==> config.mk <==
export PLATFORM = sky130hd
export DESIGN_NAME = sxa_cfg_regs
export DESIGN_NICKNAME = d
export VERILOG_FILES = /design/src/common/sxa_pkg.sv /design/src/rtl/sxa_cfg_regs.sv
export VERILOG_INCLUDE_DIRS = /design/src /design/src/common
export SDC_FILE = /design/constraint.sdc
export NUM_CORES = 1
export LEC_CHECK = 0
export ABC_AREA = 1
export BUFFER_PORTS_ARGS = -buffer_cell sky130_fd_sc_hd__buf_2
export CAP_MARGIN = 10
export CORE_ASPECT_RATIO = 0.7
export CORE_UTILIZATION = 29
export DETAILED_ROUTE_END_ITERATION = 10
export GPL_TIMING_DRIVEN = 0
export PLACE_DENSITY = 0.5
export SLEW_MARGIN = 20
export SYNTH_ARGS = -nofsm -noshare
export SYNTH_HDL_FRONTEND = slang
export SYNTH_SLANG_ARGS = --single-unit
==> constraint.sdc <==
create_clock -name core_clk_in -period 1.9 [get_ports core_clk_in]
set_input_delay 0.38 -clock core_clk_in [delete_from_list [all_inputs] [get_ports core_clk_in]]
set_output_delay 0.38 -clock core_clk_in [all_outputs]
set_load 0.02 [all_outputs]
==> src/common/sxa_regs.svh <==
// Offsets, field positions, reset values and fixed codes of the port configuration slice
`ifndef SXA_REGS_SVH
`define SXA_REGS_SVH
`define SXA_OFS_IDENT       12'h0F4
`define SXA_OFS_WIN_ADDR    12'h0F8
`define SXA_OFS_WIN_DATA    12'h0FC
`define SXA_OFS_ERR_CAP     12'h100
`define SXA_OFS_UNC_STS     12'h104
`define SXA_IDENT_RST       32'h0000_0000
`define SXA_WIN_ADDR_RST    32'h0000_0000
`define SXA_WIN_ADDR_MASK   32'h0000_0FFC
`define SXA_CAP_ID          16'h0001
`define SXA_CAP_VER         4'h1
`define SXA_NXT_PTR_RST     12'h200
`define SXA_NXT_PTR_LSB     20
`define SXA_STS_RST         32'h0000_0000
`define SXA_STS_W1C_MASK    32'h001F_3031
`define SXA_BIT_UNUSED      0
`define SXA_BIT_DLP         4
`define SXA_BIT_SDN         5
`define SXA_BIT_POISON      12
`define SXA_BIT_FCP         13
`define SXA_BIT_UNEXP_CPL   16
`define SXA_BIT_RCV_OVR     17
`define SXA_BIT_MALFORMED   18
`define SXA_BIT_ECRC        19
`define SXA_BIT_UNSUP_REQ   20
`endif

==> src/common/sxa_pkg.sv <==
// Types shared by the port configuration slice and its users
package sxa_pkg;
    typedef struct packed {
        logic        valid;
        logic        write;
        logic        smbus;
        logic [11:2] dw_addr;
        logic [3:0]  byte_en;
        logic [31:0] wdata;
    } sxa_cfg_req_t;

    typedef struct packed {
        logic        valid;
        logic [31:0] rdata;
    } sxa_cfg_rsp_t;

    typedef struct packed {
        logic link_protocol_error_flag;
        logic surprise_down_flag;
        logic poisoned_tlp_flag;
        logic flow_control_error_flag;
        logic unexpected_completion_flag;
        logic receive_overflow_flag;
        logic bad_format_tlp_flag;
        logic ecrc_error_flag;
        logic unsupported_request_flag;
    } sxa_err_evt_t;
endpackage : sxa_pkg

==> src/rtl/sxa_cfg_regs.sv <==
// Port configuration slice: identity, indirect window, error header and uncorrectable status
`timescale 1ns/1ps
`include "sxa_regs.svh"

module sxa_cfg_regs #(
    parameter int BYTES = 4
) (
    input  wire logic                 core_clk_in,
    input  wire logic                 srst_in,
    input  wire logic                 hot_rst_in,
    input  wire logic                 lock_wr_en_in,
    input  wire logic                 surprise_down_report_capable_in,
    input  wire logic [31:0]          uncorrectable_error_mask_in,
    input  wire sxa_pkg::sxa_cfg_req_t cfg_req_in,
    input  wire sxa_pkg::sxa_err_evt_t err_evt_in,
    output sxa_pkg::sxa_cfg_rsp_t     cfg_rsp_out,
    output logic [31:0]               uncorrectable_error_status_out,
    output logic                      err_report_out
);
    import sxa_pkg::*;

    // =========================================================
    // Elaboration checks
    // =========================================================
    if (BYTES != 4) begin : g_bad_width
        $error("sxa_cfg_regs serves 32-bit registers only");
    end

    // =========================================================
    // State
    // =========================================================
    logic [31:0]  ident_ff;
    logic [31:0]  nxt_ident;
    logic [31:0]  win_addr_ff;
    logic [31:0]  nxt_win_addr;
    logic [11:0]  nxt_ptr_ff;
    logic [11:0]  nxt_nxt_ptr;
    logic [31:0]  sts_ff;
    logic [31:0]  nxt_sts;
    logic         lock_meta_ff;
    logic         lock_ff;
    sxa_cfg_rsp_t rsp_ff;
    sxa_cfg_rsp_t nxt_rsp;
    logic         report_ff;
    logic         nxt_report;

    // =========================================================
    // Lock strap synchroniser
    // =========================================================
    // The lock comes from a pin, so it is settled before any write logic sees it
    always_ff @(posedge core_clk_in) begin
        if (srst_in) begin
            lock_meta_ff <= 1'b0;
            lock_ff      <= 1'b0;
        end else begin
            lock_meta_ff <= lock_wr_en_in;
            lock_ff      <= lock_meta_ff;
        end
    end

    // =========================================================
    // Target selection
    // =========================================================
    wire [11:0] req_byte_addr;
    wire        hit_win_data;
    wire [11:0] win_byte_addr;
    wire        win_self;
    wire        win_blocked;
    wire [11:0] tgt_addr;
    wire        sel_ident;
    wire        sel_win_addr;
    wire        sel_err_cap;
    wire        sel_sts;

    assign req_byte_addr = {cfg_req_in.dw_addr, 2'b00};
    assign hit_win_data  = req_byte_addr == `SXA_OFS_WIN_DATA;
    assign win_byte_addr = {win_addr_ff[11:2], 2'b00};
    // Data window pointing at itself reaches nothing
    assign win_self      = win_byte_addr == `SXA_OFS_WIN_DATA;
    // Side-band has no path through the window at all
    assign win_blocked   = hit_win_data && (cfg_req_in.smbus || win_self);
    assign tgt_addr      = hit_win_data ? win_byte_addr : req_byte_addr;

    assign sel_ident     = !win_blocked && (tgt_addr == `SXA_OFS_IDENT);
    assign sel_win_addr  = !win_blocked && (tgt_addr == `SXA_OFS_WIN_ADDR);
    assign sel_err_cap   = !win_blocked && (tgt_addr == `SXA_OFS_ERR_CAP);
    assign sel_sts       = !win_blocked && (tgt_addr == `SXA_OFS_UNC_STS);

    // =========================================================
    // Byte enables
    // =========================================================
    wire [31:0] be_bits;
    wire        wr_go;

    for (genvar b = 0; b < BYTES; b++) begin : g_be
        assign be_bits[8*b +: 8] = {8{cfg_req_in.byte_en[b]}};
    end

    assign wr_go = cfg_req_in.valid && cfg_req_in.write;

    // =========================================================
    // Read view of each register
    // =========================================================
    wire [31:0] err_cap_view;
    wire [31:0] sts_view;
    wire [31:0] rd_word;

    assign err_cap_view = {nxt_ptr_ff, `SXA_CAP_VER, `SXA_CAP_ID};
    // Hardwired zero bits are forced here as well as never being set
    assign sts_view     = sts_ff & `SXA_STS_W1C_MASK;

    assign rd_word = sel_ident    ? ident_ff :
                     sel_win_addr ? (win_addr_ff & `SXA_WIN_ADDR_MASK) :
                     sel_err_cap  ? err_cap_view :
                     sel_sts      ? sts_view :
                                    32'h0000_0000;

    // =========================================================
    // Write merges
    // =========================================================
    wire [31:0] ident_merge;
    wire [31:0] win_addr_merge;
    wire [31:0] cap_merge;
    wire [31:0] sts_clear;

    assign ident_merge    = (ident_ff & ~be_bits) | (cfg_req_in.wdata & be_bits);
    assign win_addr_merge = ((win_addr_ff & ~be_bits) | (cfg_req_in.wdata & be_bits))
                            & `SXA_WIN_ADDR_MASK;
    assign cap_merge      = (err_cap_view & ~be_bits) | (cfg_req_in.wdata & be_bits);
    assign sts_clear      = cfg_req_in.wdata & be_bits & `SXA_STS_W1C_MASK;

    // =========================================================
    // Error events
    // =========================================================
    logic [31:0] evt_bits;
    wire  [31:0] evt_logged;

    always_comb begin
        evt_bits = 32'h0000_0000;
        evt_bits[`SXA_BIT_DLP]       = err_evt_in.link_protocol_error_flag;
        // Surprise down is only ever logged on a port that can report it
        evt_bits[`SXA_BIT_SDN]       = err_evt_in.surprise_down_flag
                                       && surprise_down_report_capable_in;
        evt_bits[`SXA_BIT_POISON]    = err_evt_in.poisoned_tlp_flag;
        evt_bits[`SXA_BIT_FCP]       = err_evt_in.flow_control_error_flag;
        evt_bits[`SXA_BIT_UNEXP_CPL] = err_evt_in.unexpected_completion_flag;
        evt_bits[`SXA_BIT_RCV_OVR]   = err_evt_in.receive_overflow_flag;
        evt_bits[`SXA_BIT_MALFORMED] = err_evt_in.bad_format_tlp_flag;
        evt_bits[`SXA_BIT_ECRC]      = err_evt_in.ecrc_error_flag;
        evt_bits[`SXA_BIT_UNSUP_REQ] = err_evt_in.unsupported_request_flag;
    end

    // Bit 0 has no event source, so it can only ever hold zero after reset
    assign evt_logged = evt_bits & ~uncorrectable_error_mask_in
                        & `SXA_STS_W1C_MASK;

    // =========================================================
    // Next state
    // =========================================================
    always_comb begin
        nxt_ident    = ident_ff;
        nxt_win_addr = win_addr_ff;
        nxt_nxt_ptr  = nxt_ptr_ff;
        nxt_sts      = sts_ff;
        if (wr_go && lock_ff && sel_ident) begin
            nxt_ident = ident_merge;
        end
        if (wr_go && sel_win_addr) begin
            nxt_win_addr = win_addr_merge;
        end
        if (wr_go && lock_ff && sel_err_cap) begin
            nxt_nxt_ptr = cap_merge[31:`SXA_NXT_PTR_LSB];
        end
        if (wr_go && sel_sts) begin
            nxt_sts = sts_ff & ~sts_clear;
        end
        // A new event wins over a clear in the same cycle
        nxt_sts = nxt_sts | evt_logged;
    end

    always_comb begin
        nxt_rsp.valid = cfg_req_in.valid;
        nxt_rsp.rdata = (cfg_req_in.valid && !cfg_req_in.write) ? rd_word
                                                                : 32'h0000_0000;
        nxt_report    = |evt_logged;
    end

    // =========================================================
    // Registers returned to their reset values by any reset
    // =========================================================
    always_ff @(posedge core_clk_in) begin
        if (srst_in || hot_rst_in) begin
            ident_ff    <= `SXA_IDENT_RST;
            win_addr_ff <= `SXA_WIN_ADDR_RST;
            nxt_ptr_ff  <= `SXA_NXT_PTR_RST;
            rsp_ff      <= '0;
            report_ff   <= 1'b0;
        end else begin
            ident_ff    <= nxt_ident;
            win_addr_ff <= nxt_win_addr;
            nxt_ptr_ff  <= nxt_nxt_ptr;
            rsp_ff      <= nxt_rsp;
            report_ff   <= nxt_report;
        end
    end

    // =========================================================
    // Sticky status, cleared only by the fundamental reset
    // =========================================================
    always_ff @(posedge core_clk_in) begin
        if (srst_in) begin
            sts_ff <= `SXA_STS_RST;
        end else begin
            sts_ff <= nxt_sts;
        end
    end

    // =========================================================
    // Outputs
    // =========================================================
    assign cfg_rsp_out                    = rsp_ff;
    assign uncorrectable_error_status_out = sts_ff;
    assign err_report_out                 = report_ff;

endmodule : sxa_cfg_regs

==> results.yml <==
sta:
  slew_violations: 0
  clock.fmax_mhz: 544.7
  period_share_pct: 96.62
  rsz0062_at_grt: "true"
  relSlewSlack_pct: 56.34
  setup_viol: 0
  layout_min_cycle_time_ns: 1.836
  hold_violations: 0
  tightest_slew_ns: 0.6549
  worst_clock_skew_ns: 0.007031
worst_setup_path:
  critPathLaunchType: "input port"
  crit_path_top_delay_cell: "clkbuf_16"
  crit_chain: "buf_2, nand2_1, inv_1, nand3_4, o21ai_4, buf_6, nor2_4, nand2_2, nor2_4, buf_8, nand3_4, clkbuf_16, nor2_1, nor2_1"
  cpPeakStageDelay_ns: 0.21
  worstPathArrival_ns: 2.09
  required_ns: 2.15
  worst-path-max-fanout: 8
  end_kind: "flip-flop"
  crit_type: "in2reg"
  r2r.worst_path.cells: 11
logic_synthesis:
  synth-seq-area-share_pct: 43.12
  yosys_register_bits: 100
  synthAdderAreaFrac_pct: 0
  synth_top_cell_by_area: "dfxtp_1"
  async_reset_ff_share_pct: 0
  synthMuxAreaShare_pct: 0
  synth.area.top_cells: "dfxtp_1 (43%), nand2_1 (15%), nor2_1 (9.3%)"
  synth_compound_area_share_pct: 4.770
  synthesis.area_sq_um: 4643
  synth_top_cell_area_share_pct: 43.12
  yosys_warnings: 0
  synth_xor_area_share_pct: 0
  synthSimpleGateAreaFrac_pct: 37.62
  yosysMostFrequentCell: "nand2_1"
  synth_flop_cell: "dfxtp_1"
  syn_avg_cell_area_sq_um: 6.808
  netlist-cell-type-count: 26
  synth_cells: 682
  synth_top_family_by_area: "simple AND/OR/NAND/NOR gates"
  synth_common_cells: "nand2_1 (187), nor2_1 (115), dfxtp_1 (100), inv_1 (93), nand3_1 (36)"
  synth-edff-count: 0
drt:
  drc_errors: 0
  drtIter0Drc: 289
  via_per_inst: 4.425
  ant_nets: 0
  wirelength_microns: 14510
  vias: 4668
  drt_first_pass_iters: 5
  wl_per_cell_microns: 13.75
global_routing:
  gr-usage-met2_pct: 24.17
  grt_max_degree: 20
  grt_pass1_wl_microns: 21990
  use_met3_pct: 4.630
  overflow: 0
  grt_antenna_before_repair: 0
  grt_pass1_vias: 4118
  grt_busiest_layer: "met1"
  grt.met1_usage_pct: 26.04
  grt_usage_pct: 17.39
clock_tree:
  clk-insertion-delay-late_ns: 0.35
  cts_tree: "built"
  htree_levels: 3
  cts_buffers: 9
  cts.sinks: 100
  holdBufCountCts: 0
  cts_root_buf: "clkbuf_16"
  cts.clk_slew.worst_paths_ns: 0.08
  clock_path_buffers: 2
placement:
  portBuffers: 112
  gp_congestion: 0.8684
  hpwlAfterDp_microns: 10500
  dp_cells: 1015
flow_run:
  max-cap-violations: 0
pwr:
  vdd_ir_drop_max_mv: 0.3892
  p_total_mw: 4.415
  p_leak_nw: 3.162
  p_per_area_nw_per_um2: 689.9
die:
  die_area_sq_um: 16530
  core_sq_um: 15550
  initial_core_util_pct: 29.86
  die_y_microns: 107.9
  die_w_microns: 153.2
  rows: 38
  io_pins: 161
finish:
  drive_gt1_share_pct: 31.23
  areaGrowthSynthToFinish_pct: 37.83
  layout.nets: 945
  final_cells: 1055
  antenna_cells: 0
worst_hold_path:
  min_path_type: "in2reg"
  whs_path_depth: 3
outcome:
  status: "finished, final reports clean"
==> cell type report <==
class                      instances  area [sq um]
fill                            1667          9148
multi-input combinational        459          2291
sequential                       100          2008
timing repair buffer             136         833.3
inverter                          96         367.9
buffer                            48         356.6
tap                              200         250.2
clock buffer                       9         225.2
clock inverter                     7         67.56
==> worst max-delay path: cells and delay by family <==
| kind | cells | cell delay (ns) |
|---|---|---|
| simple gates | 8 | 0.89 |
| compound gates | 1 | 0.09 |
| buf+inv | 5 | 0.73 |
==> layer usage <==
metal | wire length, microns | vias up | share of wire, %
met5 | 0 | - | 0
met4 | 161 | 0 | 1.1
met3 | 1156 | 14 | 8.0
met2 | 5559 | 195 | 38
met1 | 7627 | 2057 | 53
li1 | - | 2402 | -
==> per-stage QoR <==
stage	hold slack [ns]	cell area, sq um	util [%]	setup TNS [ns]	worst slack (ns)
floorplan	0.3883	4725	-	0	0.01402
global route	0.2446	6400	41.16	-0.5760	-0.06063
finish	0.2338	6400	41.16	0	0.06424
global placement	0.4019	5535	35.60	-60.98	-1.192
detailed placement	0.4063	5535	35.60	-62.10	-1.227
CTS	0.2278	5956	38.31	-0.03491	-0.007721
==> where the power goes <==
group / total, mW / internal (mW) / switching (mW)
combinational: 0.454 / 0.168 / 0.286
sequential: 2.12 / 2.11 / 0.0126
clock: 1.84 / 0.927 / 0.911
total: 4.42 / 3.21 / 1.21
==> path summary, 6_finish.rpt <==
kind,startpoint,to,slack (ns)
max,cfg_req_in[38],flip-flop,0.06
max reg2reg,flip-flop,flip-flop,0.08
min reg2reg,lock_meta_ff,lock_ff,0.41
min,lock_wr_en_in,lock_meta_ff,0.23
==> cell usage in the layout, fill, tap and decap left out, drive strengths merged <==
cell and instances:
a21oi 15, buf 170, clkbuf 23, clkinv 3, clkinvlp 1, conb 22, dfxtp 100, inv 99
nand2 188, nand3 42, nand3b 10, nand4 28, nor2 124, nor3 4, o21ai 17, o22ai 8
o31ai 1
==> cell families after synthesis <==
kind of cell    count (synthesis)
compound gates                 41
buf+inv                       144
flops                         100
other cells                     1
simple gates                  396
==> repair_timing <==
| action | CTS | global route |
|---|---|---|
| gates cloned | 1 | 5 |
| pin swaps | 4 | 35 |
| endpoints found under the setup margin | 94 | 91 |
| gates resized for setup | 25 | 90 |
| buffers inserted | 4 | 14 |
No activity file was read; power rests on OpenSTA's default activity.
